--- config.mk ---
export PLATFORM = sky130hd
export DESIGN_NAME = dpsac_host
export DESIGN_NICKNAME = d
export VERILOG_FILES = /design/src/hdl/dpsac_cnt.v /design/src/hdl/dpsac_host.v
export VERILOG_INCLUDE_DIRS = /design/src /design/src/hdl
export SDC_FILE = /design/constraint.sdc
export NUM_CORES = 1
export LEC_CHECK = 0
export BUFFER_PORTS_ARGS = -buffer_cell sky130_fd_sc_hd__clkbuf_2
export CAP_MARGIN = 25
export CORE_ASPECT_RATIO = 1.25
export CORE_UTILIZATION = 40
export DETAILED_ROUTE_END_ITERATION = 12
export PLACE_DENSITY = 0.75
export SYNTH_ARGS = -nofsm -noshare
export SYNTH_HDL_FRONTEND = slang
export SYNTH_SLANG_ARGS = --single-unit
--- constraint.sdc ---
create_clock -name CLK -period 4.8 [get_ports CLK]
set_clock_uncertainty 0.1 [all_clocks]
set_input_delay 0 -clock CLK [delete_from_list [all_inputs] [get_ports CLK]]
set_output_delay 0 -clock CLK [all_outputs]
set_load 0.1 [all_outputs]
--- src/hdl/dpsac_map.vh ---
// Purpose: constants for the dual-port sram access controller
// Assumes: 100 MHz clock, 10 ns period
// Notes: times in ns, cycle counts derived from them
`ifndef DPSAC_MAP_VH
`define DPSAC_MAP_VH
`define DPSAC_CLK_NS 10
// least times round up to whole cycles, never below one
`define DPSAC_CYC_MIN(t) ((((t) + `DPSAC_CLK_NS - 1) / `DPSAC_CLK_NS) < 1 ? 1 : \
  (((t) + `DPSAC_CLK_NS - 1) / `DPSAC_CLK_NS))
// slower grade figures are used so either grade is served
`define DPSAC_T_RC_NS 20
`define DPSAC_T_WC_NS 20
`define DPSAC_T_WP_NS 15
`define DPSAC_T_EW_NS 15
`define DPSAC_T_AW_NS 15
`define DPSAC_T_DW_NS 15
`define DPSAC_T_WZ_NS 10
`define DPSAC_T_AA_NS 20
`define DPSAC_T_AOE_NS 12
`define DPSAC_T_HZ_NS 10
`define DPSAC_T_SOP_NS 10
`define DPSAC_T_SWRD_NS 5
`define DPSAC_T_SPS_NS 5
// access kinds on the command port
`define DPSAC_OP_READ 1'b0
`define DPSAC_OP_WRITE 1'b1
// semaphore flag index bits
`define DPSAC_SEM_IDX_W 3
`endif

--- src/hdl/dpsac_cnt.v ---
// Purpose: down counter that times one phase of a pin access
// Assumes: load and count from the same clock as the caller
// Notes: done is high while the count has reached zero
`timescale 1ns/1ps
module dpsac_cnt #(
  parameter W = 4
) (
  input wire clk,
  input wire arst_n,
  input wire load,
  input wire [W-1:0] value,
  output wire done
);
  reg [W-1:0] cnt_q; // remaining cycles
  // load wins over counting so a new phase starts cleanly
  always @(posedge clk or negedge arst_n) begin
    if (!arst_n) begin
      cnt_q <= {W{1'b0}};
    end else if (load) begin
      cnt_q <= value;
    end else if (cnt_q != {W{1'b0}}) begin
      cnt_q <= cnt_q - {{(W-1){1'b0}}, 1'b1};
    end
  end
  assign done = (cnt_q == {W{1'b0}});
endmodule

--- src/hdl/dpsac_host.v ---
// Purpose: host-side controller driving one port of a dual-port static ram
// Assumes: single 100 MHz clock; data pins return through three flops
// Notes: one access at a time; a request is taken while REQ_READY is high
`timescale 1ns/1ps
`include "dpsac_map.vh"
module dpsac_host #(
  parameter AW = 16,
  parameter DW = 16,
  parameter CW = 4
) (
  input wire CLK,
  input wire ARST_N,
  input wire REQ_VALID,
  output wire REQ_READY,
  input wire REQ_WRITE,
  input wire REQ_SEM,
  input wire [AW-1:0] REQ_ADDR,
  input wire [DW-1:0] REQ_WDATA,
  input wire [1:0] REQ_BYTE_N,
  output reg RSP_VALID,
  output reg [DW-1:0] RSP_RDATA,
  output reg CHIP_SELECT_N,
  output reg RW_N,
  output reg OUTPUT_ENABLE_N,
  output reg UPPER_BYTE_SELECT_N,
  output reg LOWER_BYTE_SELECT_N,
  output reg SEMAPHORE_SELECT_N,
  output reg [AW-1:0] ADDR,
  output reg [DW-1:0] DATA_O,
  output reg DATA_OE_N,
  input wire [DW-1:0] DATA_I
);
  // phase lengths in whole cycles, worked out at integer width first
  localparam integer N_WP_RAW = `DPSAC_CYC_MIN(`DPSAC_T_WP_NS);
  localparam integer N_WZDW = `DPSAC_CYC_MIN(`DPSAC_T_WZ_NS + `DPSAC_T_DW_NS);
  localparam integer N_AW = `DPSAC_CYC_MIN(`DPSAC_T_AW_NS);
  localparam integer N_RD = `DPSAC_CYC_MIN(`DPSAC_T_AA_NS);
  localparam integer N_HZ = `DPSAC_CYC_MIN(`DPSAC_T_HZ_NS);
  localparam integer N_SOP = `DPSAC_CYC_MIN(`DPSAC_T_SOP_NS);
  localparam integer N_SWRD = `DPSAC_CYC_MIN(`DPSAC_T_SWRD_NS);
  // pulse is the larger of plain width, address window and turn-off plus set-up
  localparam integer N_WP_A = (N_WP_RAW > N_AW) ? N_WP_RAW : N_AW;
  localparam integer N_WP = (N_WP_A > N_WZDW) ? N_WP_A : N_WZDW;
  // timer loads cut to the timer width on purpose; every count fits in CW bits
  // a load of n holds its phase for n+1 cycles, a spare cycle of margin
  localparam [CW-1:0] C_WP = N_WP[CW-1:0];
  localparam [CW-1:0] C_RD = N_RD[CW-1:0];
  localparam [CW-1:0] C_HZ = N_HZ[CW-1:0];
  localparam [CW-1:0] C_SOP = N_SOP[CW-1:0];
  localparam [CW-1:0] C_SWRD = N_SWRD[CW-1:0];
  // states, one-hot
  localparam [4:0] S_IDLE = 5'h01;
  localparam [4:0] S_WPUL = 5'h02;
  localparam [4:0] S_RD = 5'h04;
  localparam [4:0] S_REC = 5'h08;
  localparam [4:0] S_SETUP = 5'h10;
  reg [4:0] state_q; // access sequencer state
  reg is_write_q; // current access is a write
  reg is_sem_q; // current access targets a flag
  reg last_sem_wr_q; // previous access was a flag write
  reg [DW-1:0] sync1_q; // data pin synchroniser, first stage
  reg [DW-1:0] sync2_q; // second stage
  reg [DW-1:0] sync3_q; // third stage, compared with second
  reg cnt_load; // start a phase timer
  reg [CW-1:0] cnt_value; // length of that phase
  wire cnt_done; // phase timer expired
  dpsac_cnt #(.W(CW)) u_cnt (
    .clk(CLK),
    .arst_n(ARST_N),
    .load(cnt_load),
    .value(cnt_value),
    .done(cnt_done)
  );
  // idle and timer done means the pins are back at rest
  assign REQ_READY = state_q[0] & cnt_done;
  // three-stage sync of the returning data; only stage two feeds stage three
  always @(posedge CLK or negedge ARST_N) begin
    if (!ARST_N) begin
      sync1_q <= {DW{1'b0}};
      sync2_q <= {DW{1'b0}};
      sync3_q <= {DW{1'b0}};
    end else begin
      sync1_q <= DATA_I;
      sync2_q <= sync1_q;
      sync3_q <= sync2_q;
    end
  end
  // timer loads chosen by state transitions
  always @* begin
    cnt_load = 1'b0;
    cnt_value = {CW{1'b0}};
    case (state_q)
      S_IDLE: begin
        if (REQ_VALID && cnt_done) begin
          cnt_load = 1'b1;
          cnt_value = {{(CW-1){1'b0}}, 1'b1};
        end
      end
      S_SETUP: begin
        if (cnt_done) begin
          cnt_load = 1'b1;
          cnt_value = is_write_q ? C_WP : C_RD;
        end
      end
      S_WPUL: begin
        if (cnt_done) begin
          cnt_load = 1'b1;
          cnt_value = is_sem_q ? ((C_SOP > C_SWRD) ? C_SOP : C_SWRD) : C_HZ;
        end
      end
      S_RD: begin
        if (cnt_done) begin
          cnt_load = 1'b1;
          cnt_value = is_sem_q ? C_SOP : C_HZ;
        end
      end
      S_REC: cnt_load = 1'b0;
      default: cnt_load = 1'b0;
    endcase
  end
  // sequencer and pin drive
  always @(posedge CLK or negedge ARST_N) begin
    if (!ARST_N) begin
      state_q <= S_IDLE;
      is_write_q <= 1'b0;
      is_sem_q <= 1'b0;
      last_sem_wr_q <= 1'b0;
      RSP_VALID <= 1'b0;
      RSP_RDATA <= {DW{1'b0}};
      CHIP_SELECT_N <= 1'b1;
      RW_N <= 1'b1;
      OUTPUT_ENABLE_N <= 1'b1;
      UPPER_BYTE_SELECT_N <= 1'b1;
      LOWER_BYTE_SELECT_N <= 1'b1;
      SEMAPHORE_SELECT_N <= 1'b1;
      ADDR <= {AW{1'b0}};
      DATA_O <= {DW{1'b0}};
      DATA_OE_N <= 1'b1;
    end else begin
      RSP_VALID <= 1'b0;
      case (state_q)
        S_IDLE: begin
          // address moves only here, with all strobes high
          if (REQ_VALID && cnt_done) begin
            ADDR <= REQ_SEM ? {{(AW-`DPSAC_SEM_IDX_W){1'b0}}, REQ_ADDR[`DPSAC_SEM_IDX_W-1:0]}
                            : REQ_ADDR;
            is_write_q <= REQ_WRITE;
            is_sem_q <= REQ_SEM;
            // flag writes carry the request in bit zero on every pin
            DATA_O <= REQ_SEM ? {DW{REQ_WDATA[0]}} : REQ_WDATA;
            if (REQ_SEM) begin
              UPPER_BYTE_SELECT_N <= 1'b1;
              LOWER_BYTE_SELECT_N <= 1'b1;
            end else begin
              UPPER_BYTE_SELECT_N <= REQ_BYTE_N[1];
              LOWER_BYTE_SELECT_N <= REQ_BYTE_N[0];
            end
            state_q <= S_SETUP;
          end
        end
        S_SETUP: begin
          // address has stood two cycles; now open the access
          if (cnt_done) begin
            CHIP_SELECT_N <= is_sem_q;
            SEMAPHORE_SELECT_N <= ~is_sem_q;
            if (is_write_q) begin
              // strobe falls with select, so output enable stays high
              RW_N <= 1'b0;
              DATA_OE_N <= 1'b0;
              state_q <= S_WPUL;
            end else begin
              OUTPUT_ENABLE_N <= 1'b0;
              state_q <= S_RD;
            end
          end
        end
        S_WPUL: begin
          // strobe and select rise together; data held one more edge
          if (cnt_done) begin
            RW_N <= 1'b1;
            CHIP_SELECT_N <= 1'b1;
            SEMAPHORE_SELECT_N <= 1'b1;
            last_sem_wr_q <= is_sem_q;
            state_q <= S_REC;
          end
        end
        S_RD: begin
          // sample at the end, from stage two, which holds the pins as taken one edge after output enable fell
          if (cnt_done) begin
            RSP_RDATA <= (sync2_q == sync3_q) ? sync3_q : sync2_q;
            RSP_VALID <= 1'b1;
            OUTPUT_ENABLE_N <= 1'b1;
            CHIP_SELECT_N <= 1'b1;
            SEMAPHORE_SELECT_N <= 1'b1;
            last_sem_wr_q <= 1'b0;
            state_q <= S_REC;
          end
        end
        S_REC: begin
          // drive released after the edge the strobes rose; hold time met
          DATA_OE_N <= 1'b1;
          UPPER_BYTE_SELECT_N <= 1'b1;
          LOWER_BYTE_SELECT_N <= 1'b1;
          state_q <= S_IDLE;
        end
        default: state_q <= S_IDLE;
      endcase
    end
  end
endmodule

==> out/metrics.cfg, run 1 <==
[synth]
yosysSeqAreaShare_pct = 64.0
yosys.area.top_type_share_pct = 58.6
synth_seq_cells = 99
syn_inst = 305
synth_cell_types = 44
synth_edf_count = 0
synthTopCellsByArea = dfrtp_1 (59%), nand2_1 (6.0%), dfstp_2 (5.4%), mux2_2 (4.3%), mux2i_1 (4.1%)
yosysWarnings = 0
synth_area_um2 = 3890
ys.flop_type = dfrtp_1
synth_area_leader_cell = dfrtp_1
async_flop_share_pct = 100
syn_nets = 362
avgSynthCellArea_um2 = 12.7
yosysMostFrequentCell = dfrtp_1
ys_top_cells_by_count = dfrtp_1 (91), nand2_1 (62), mux2i_1 (16)

[worst_setup_path]
r2r_start = u_cnt.cnt_q[0]
critPathKind = flop to flop
r2r_cells = 6
critPathArrivalTime_ns = 2.78
r2r-end = UPPER_BYTE_SELECT_N
crit_slowest_cell = or4_4
cp_max_fo = 53
start_kind = flop
cp.buffers_inverters = 1
cpLargestDelayFamily = simple AND/OR/NAND/NOR gates
endpoint_kind = flop
crit_path_max_incr_delay_ns = 0.87
crit_end = UPPER_BYTE_SELECT_N
startpoint = u_cnt.cnt_q[0]
cp_cell_sequence = inv_1 -> ha_1 -> or3b_1 -> or4_4 -> nor3_1 -> o21ai_0
r2r_setup_slack_ns = 2.17
path_depth = 6
cp.required_ns = 4.95

[clock_network]
cts_num_sinks = 99
cts_setup_buffers = 0
clockBufferDepth = 2
cts_buffers = 9
htree_levels = 3
cts.clk_slew.worst_paths_ns = 0.07
cts_root_buf = clkbuf_16
cts_tree = built
clkLatencyLatePin_ns = 0.33

[sta]
fin_tns_setup_ns = 0
rsz0062_at_grt = false
worstMarginPinSlew_ns = 0.787
max_freq_mhz = 381
final-setup-viol-count = 0
slew_headroom_pct = 47.1
finalCritPeriodShare_pct = 54.7
period_needed_ns = 2.63
slew_violations = 0
hold_viol = 0

[power_and_ir_drop]
power.density_nw_per_um2 = 659
leakagePower_nw = 2.74
ir_worst_vdd_mv = 0.522
total_power_mw = 3.49

[global_route]
globalRouteTotalUtil_pct = 17.7
grt_max_degree = 61
antenna_found_initial = 0
grt.overflow.total = 0
grt_pass1_vias = 2979
grt_pass1_wl_um = 14000

[die]
die_area_um2 = 10100
start_util_pct = 41.9
ios = 112
num_rows = 39
die_w_um = 90.2
die_h_um = 112
core-area_um2 = 9270

[placement]
dp_hpwl_um = 5240
routabilityCongestion = 0.832
io_buffer_count = 111

[layout]
diodes = 0
area_delta_synth_final_pct = 36.3
final_nets = 519
drive_above_1_share_pct = 37.3

[routing]
drc = 0
drt_iter0_markers = 76
vias = 2791
routed_wl_um = 8440
avgRoutedWirePerCell_um = 14.3
dr.pass1.iters = 4
antenna_left = 0
vias_per_cell = 4.73

[job]
cap_viol_max_count = 0

[worst_hold_path]
hp-class = primary input to asynchronous set/reset pin

[outcome]
outcome = completed

cells in the final DEF (no fill, tap or decap), drive strengths merged, types with 2 or more instances in the layout:
master       instances
ha                   2
or4                  2
dlygate4sd3         52
mux2i               16
nor3                 6
nor4                 4
inv                  7
nor2                 8
xnor2                2
nand3b              15
clkinv               4
o21ai               21
nand2               62
a2111oi              2
buf                  4
a21oi                2
xor2                 2
dfrtp               91
nand3                3
nand2b               3
clkbuf             120
dfstp                8
mux2                17
sequential cells by signal (all words and copies together), names as in the netlist, 4 cells and up:
register,flops
sync2_q,16
RSP_RDATA,16
state_q,5
u_cnt.cnt_q,4
sync1_q,16
ADDR,16
DATA_O,16
worst min path at each step:
stage	slack (ns)	end	startpoint	depth (start not counted)
3_3_place_gp	-0.1	RSP_RDATA[9]	ARST_N	1
4_1_cts	0.08	RSP_RDATA[9]	ARST_N	2
6_report	0.09	RSP_RDATA[8]	ARST_N	2
5_1_grt	0.12	sync2_q[12]	ARST_N	2
2_1_floorplan	-0.40	ADDR[0]	ARST_N	0
3_5_place_dp	-0.1	RSP_RDATA[9]	ARST_N	1
timing repair:
| item | CTS | global route |
|---|---|---|
| resized for setup | 0 | 0 |
| hold buffers | 52 | 0 |
| hold endpoints to repair | 90 | 0 |
| setup endpoints to repair | 0 | 0 |
logic make-up after synthesis:
| group | share of synthesized area [%] |
|---|---|
| simple gates | 14.4 |
| flops | 64.0 |
| compound gates | 6.57 |
| mux | 9.24 |
| buf+inv | 4.22 |
| xor+xnor | 0.902 |
| fa+ha+maj | 0.644 |
where the power goes:
group | internal, mW | total (mW) | switching (mW)
clock | 0.362 | 0.676 | 0.314
combinational | 0.290 | 1.66 | 1.37
sequential | 1.03 | 1.15 | 0.119
metal layers:
metal / up-vias / part of all wire, % / track usage, %
met5: - / 0 / 0
met1: 1335 / 39 / 19.8
met2: 92 / 54 / 31.3
met3: 20 / 5.2 / 4.27
met4: 0 / 2.5 / 8.71
li1: 1344 / - / -
per-stage QoR:
| stage | hold slack (ns) | cells | worst slack [ns] | util, % | cell area, um^2 |
|---|---|---|---|---|---|
| detailed placement | -0.0970 | 522 | 2.18 | 48.4 | 4490 |
| global placement | -0.0954 | 521 | 2.20 | 48.3 | 4480 |
| floorplan | -0.396 | 305 | 2.33 | - | 3890 |
| CTS | 0.0803 | 590 | 2.18 | 57.1 | 5300 |
| finish | 0.0911 | 590 | 2.17 | 57.1 | 5300 |
| global route | 0.121 | 590 | 2.00 | 57.1 | 5300 |
layout make-up:
class / count / area, um^2
clock buffers: 10 / 229
repair buffers: 166 / 1100
clock inverters: 6 / 57.6
flip-flops and latches: 99 / 2490
multi-input cells: 181 / 1240
fillers: 770 / 3980
well taps: 123 / 154
inverters: 5 / 18.8
Power figures use the tool's default switching activity.
==> inputs of run 2 (changes only) <==
- clock period: 4.8 -> 2.75 ns (I/O delays scaled with it)
==> run 2 against run 1 <==
Maximum frequency grew 8.0%. Register-to-register slack lost 1.9 ns. Via count grew 1.8%. Utilization grew 0.26 points. First-iteration DRC count grew 78%. Final cell count grew 0.34%. Hold slack gained 0.013 ns. Die area is the same. Power grew 76%. Non-clock buffer count grew 2. Global-route usage grew 0.51 points.
==> out/metrics.cfg, run 2 (synthesized netlist as in run 1, its figures left out) <==
[sta]
rsz0062_at_grt = false
finalCritPeriodShare_pct = 88.5  ; +34 points
slew_violations = 0  ; unchanged
final-setup-viol-count = 0  ; unchanged
period_needed_ns = 2.43  ; -0.195 ns
max_freq_mhz = 411  ; +8.0%
slew_headroom_pct = 48.0  ; +0.93 points
hold_viol = 0  ; unchanged
worstMarginPinSlew_ns = 0.780  ; -0.00667 ns
fin_tns_setup_ns = 0  ; unchanged

[layout]
layout_commonest_cell = clkbuf_2
area_delta_synth_final_pct = 36.9
final_cell_mix = clkbuf_2 (110), dfrtp_1 (91), nand2_1 (62)
diodes = 0  ; unchanged
final_nets = 521  ; +0.39%
drive_above_1_share_pct = 37.5  ; +0.27 points
fill_cells = 784  ; +1.8%
stdcell_count = 592  ; +0.34%
final_util_pct = 57.4  ; +0.26 points

[worst_setup_path]
cp_max_fo = 53  ; unchanged
cp.required_ns = 2.84  ; -2.11 ns
endpoint_kind = flop
critPathKind = flop to flop
start_kind = flop
critPathArrivalTime_ns = 2.52  ; -0.26 ns

[job]
cap_viol_max_count = 0  ; unchanged

[routing]
antenna_left = 0  ; unchanged
drt_iter0_markers = 135  ; +78%
vias_per_cell = 4.80  ; +1.5%
routed_wl_um = 8590  ; +1.8%
vias = 2842  ; +1.8%
drc = 0  ; unchanged
avgRoutedWirePerCell_um = 14.5  ; +1.5%
dr.pass1.iters = 6  ; +2

[global_route]
grt.overflow.total = 0  ; unchanged
grt_pass1_wl_um = 14400  ; +3.0%
antenna_found_initial = 0  ; unchanged
grt_max_degree = 54  ; -11%
grt_pass1_vias = 2988  ; +0.30%
globalRouteTotalUtil_pct = 18.2  ; +0.51 points

[die]
die_h_um = 112  ; unchanged
start_util_pct = 41.9  ; unchanged
core-area_um2 = 9270  ; unchanged
ios = 112  ; unchanged
die_w_um = 90.2  ; unchanged
num_rows = 39  ; unchanged
die_area_um2 = 10100  ; unchanged

[clock_network]
htree_levels = 3  ; unchanged
cts_resized = 0  ; unchanged
cts_tree = built
cts_buffers = 9  ; unchanged
cts_setup_buffers = 0  ; unchanged
cts_num_sinks = 99  ; unchanged
clkLatencyLatePin_ns = 0.34  ; about the same
cts.clk_slew.worst_paths_ns = 0.07  ; about the same
cts_root_buf = clkbuf_16
clockBufferDepth = 2  ; unchanged

[placement]
placed_cells = 524  ; +0.38%
dp_hpwl_um = 5160  ; -1.4%
io_buffer_count = 111  ; unchanged
routabilityCongestion = 0.781  ; -6.2%

[worst_hold_path]
hp-class = primary input to flop

[outcome]
outcome = completed

[power_and_ir_drop]
power.density_nw_per_um2 = 1150  ; +75%
ir_worst_vdd_mv = 0.923  ; +77%
total_power_mw = 6.12  ; +76%
leakagePower_nw = 2.76  ; +0.51%

## run 2: cell types whose count changed in the layout (fill, tap and decap cells not counted), sizes merged
cell,before,now
inv,7,8
buf,4,6
clkinv,4,3
## run 2: power breakdown
group	internal (mW)	switching (mW)	leakage, nW
combinational	0.515	2.40	1.38
clock	0.635	0.562	0.141
sequential	1.80	0.210	1.23
total	2.95	3.18	2.76
## run 2: critical path: stages, from the launching register on
cell,delay (ns)
dfrtp_1,0.38
inv_1,0.12
ha_1,0.20
or3b_1,0.38
or4_4,0.82
nand3_1,0.18
o21ai_0,0.09
## run 2: area by class of cell
cell class / instances / area, um^2 / area share [%]
Clock inverter: 6 / 57.6 / 1.08
Timing Repair Buffer: 168 / 1130 / 21.2
Tap cell: 123 / 154 / 2.89
Sequential cell: 99 / 2490 / 46.8
Multi-Input combinational cell: 181 / 1240 / 23.4
Inverter: 5 / 18.8 / 0.353
Clock buffer: 10 / 229 / 4.30
## run 2: final timing paths
path,from,end,slack [ns],cells past startpoint
worst max-delay path,u_cnt.cnt_q[0],u_cnt.cnt_q[1],0.32,6
min in group asynchronous,ARST_N,RSP_RDATA[9],0.12,2
worst min register to register,sync1_q[4],sync2_q[4],0.25,0
worst max register to register,u_cnt.cnt_q[0],u_cnt.cnt_q[1],0.32,6
worst min-delay path,REQ_VALID,state_q[0],0.10,4
max in group asynchronous,ARST_N,sync1_q[8],1.74,3
## run 2: per-stage QoR
step	hold slack, ns	setup WS, ns	instance area, um^2
after floorplan	-0.396	0.275	3890
after global placement	-0.0414	0.420	4510
after detailed placement	-0.0316	0.329	4510
after CTS	0.0744	0.290	5320
after global routing	0.161	0.162	5320
final	0.104	0.317	5320
## run 2: repair_timing
item                       in CTS  in global routing
hold endpoints to repair      100                  0
setup endpoints to repair       0                  0
hold buffers                   52                  0
## run 2: per-layer routing
metal  up-vias  GRT usage [%]  wire length, um
li1       1355              -                -
met1      1383           20.5             3360
met2        92           33.0             4670
met3        12           3.59              384
met4         0           8.17              182
met5         -              0                0
==> inputs of run 3 (changes only) <==
- RECOVER_POWER: default -> 25
==> run 3 against run 2 <==
Non-clock buffer count is the same. Final area is essentially flat. Setup slack is the same. First-iteration DRC count is the same. Clock power is essentially flat. Sequential share of layout area is essentially flat. Maximum frequency is the same. Global-route usage is the same. Final cell count is the same. Die area is the same. Critical path type unchanged. Largest power group unchanged.
==> out/metrics.cfg, run 3 (synthesized netlist as in run 1, its figures left out) <==
[sta]
max_freq_mhz = 411  ; unchanged
rsz0062_at_grt = false
hold_viol = 0  ; unchanged
period_needed_ns = 2.43  ; unchanged
worstMarginPinSlew_ns = 1.23  ; +0.449 ns
slew_violations = 0  ; unchanged
final-setup-viol-count = 0  ; unchanged
fin_tns_setup_ns = 0  ; unchanged
slew_headroom_pct = 18.1  ; -30 points
finalCritPeriodShare_pct = 88.5  ; unchanged

[routing]
avgRoutedWirePerCell_um = 14.5  ; about the same
routed_wl_um = 8590  ; about the same
vias = 2842  ; unchanged
drc = 0  ; unchanged
antenna_left = 0  ; unchanged
drt_iter0_markers = 135  ; unchanged
dr.pass1.iters = 6  ; unchanged
vias_per_cell = 4.80  ; unchanged

[clock_network]
cts_resized = 0  ; unchanged
cts_num_sinks = 99  ; unchanged
htree_levels = 3  ; unchanged
cts.clk_slew.worst_paths_ns = 0.07  ; about the same
cts_buffers = 9  ; unchanged
cts_tree = built
cts_root_buf = clkbuf_16
cts_setup_buffers = 0  ; unchanged
clockBufferDepth = 2  ; unchanged
clkLatencyLatePin_ns = 0.34  ; about the same

[worst_setup_path]
start_kind = flop
critPathKind = flop to flop
critPathArrivalTime_ns = 2.52  ; about the same
crit_slowest_cell = or4_4
endpoint_kind = flop
cp.buffers_inverters = 1  ; unchanged
crit_path_max_incr_delay_ns = 0.82  ; about the same
cp.required_ns = 2.84  ; about the same
cpLargestDelayFamily = simple AND/OR/NAND/NOR gates
cp_cell_sequence = inv_1 -> ha_1 -> or3b_1 -> or4_4 -> nand3_1 -> o21ai_0
cp_max_fo = 53  ; unchanged

[global_route]
globalRouteTotalUtil_pct = 18.2  ; unchanged
grt.overflow.total = 0  ; unchanged
antenna_found_initial = 0  ; unchanged
grt_pass1_wl_um = 14400  ; unchanged
grt_pass1_vias = 2988  ; unchanged
grt_max_degree = 54  ; unchanged

[placement]
dp_hpwl_um = 5160  ; unchanged
io_buffer_count = 111  ; unchanged
routabilityCongestion = 0.781  ; unchanged

[layout]
final_nets = 521  ; unchanged
final_cell_mix = clkbuf_2 (111), dfrtp_1 (91), nand2_1 (62)
layout_commonest_cell = clkbuf_2
drive_above_1_share_pct = 37.5  ; unchanged
seq_area_um2 = 2490  ; unchanged
diodes = 0  ; unchanged
area_delta_synth_final_pct = 36.8  ; about the same
fill_cells = 785  ; +0.13%
multi_input_area_um2 = 1240  ; unchanged

[power_and_ir_drop]
p_int_mw = 2.95  ; about the same
leakagePower_nw = 2.75  ; about the same
total_power_mw = 6.12  ; about the same
ir_worst_vdd_mv = 0.923  ; about the same
p_clk_share_pct = 19.5  ; about the same
switching_share_pct = 51.9  ; about the same
comb_power_share_pct = 47.7  ; about the same
power.density_nw_per_um2 = 1150  ; about the same
switching_power_mw = 3.18  ; about the same
seqPwrFrac_pct = 32.8  ; about the same

[worst_hold_path]
hp-class = primary input to flop

[die]
start_util_pct = 41.9  ; unchanged
die_w_um = 90.2  ; unchanged
ios = 112  ; unchanged
die_h_um = 112  ; unchanged
core-area_um2 = 9270  ; unchanged
die_area_um2 = 10100  ; unchanged
num_rows = 39  ; unchanged

[outcome]
outcome = completed

[job]
cap_viol_max_count = 0  ; unchanged

## run 3: changes by cell type in the layout (fill, tap and decap cells not counted)
cell	delta
buf_4	-1
clkbuf_2	+1
## run 3: through the flow
step                setup WS [ns]  util, %  cell area [um^2]  hold slack (ns)  instances
floorplan                   0.275        -              3890           -0.396        305
CTS                         0.290     57.4              5320           0.0744        592
global route                0.162     57.3              5320            0.161        592
finish                      0.317     57.3              5320            0.104        592
detailed placement          0.329     48.7              4510          -0.0316        524
global placement            0.420     48.7              4510          -0.0414        524
## run 3: worst min-delay path, cell delays in order
cell	delay (ns)
clkbuf_2	0.10
nand3b_1	0.18
nor3_1	0.08
o21bai_1	0.15
## run 3: layout make-up
| class | instances | area share [%] |
|---|---|---|
| Multi-Input combinational cell | 181 | 23.4 |
| Clock inverter | 6 | 1.08 |
| Inverter | 5 | 0.353 |
| Timing Repair Buffer | 168 | 21.2 |
| Clock buffer | 10 | 4.31 |
| Sequential cell | 99 | 46.8 |
| Tap cell | 123 | 2.89 |
## run 3: worst paths after layout
check,depth (start not counted),to,slack (ns),start
setup / recovery,6,u_cnt.cnt_q[1],0.32,u_cnt.cnt_q[0]
max in group asynchronous,3,sync1_q[8],1.33,ARST_N
hold / removal,4,state_q[0],0.10,REQ_VALID
min in group asynchronous,2,RSP_RDATA[9],0.35,ARST_N
hold reg to reg,0,sync2_q[4],0.25,sync1_q[4]
setup reg to reg,6,u_cnt.cnt_q[1],0.32,u_cnt.cnt_q[0]
## run 3: repair_timing
item,CTS,global route
endpoints found under the hold margin,100,0
hold buffers,52,0
setup endpoints to repair,0,0
## run 3: metal layers
metal  up-vias  part of all wire, %  routed length (um)  GRT usage [%]
met2        92                   54                4670           33.0
met1      1383                   39                3360           20.5
met4         0                  2.1                 182           8.17
met3        12                  4.5                 384           3.59
met5         -                    0                   0              0
li1       1355                    -                   -              -
## run 3: power by group through the flow
stage / clock network (mW) / logic (mW) / registers, mW
detailed placement: 0 / 2.87 / 2.03
global placement: 0 / 2.83 / 2.02
global route: 1.28 / 3.05 / 2.05
floorplan: 0 / 0.654 / 3.76
CTS: 1.24 / 2.93 / 2.00
finish: 1.20 / 2.92 / 2.01
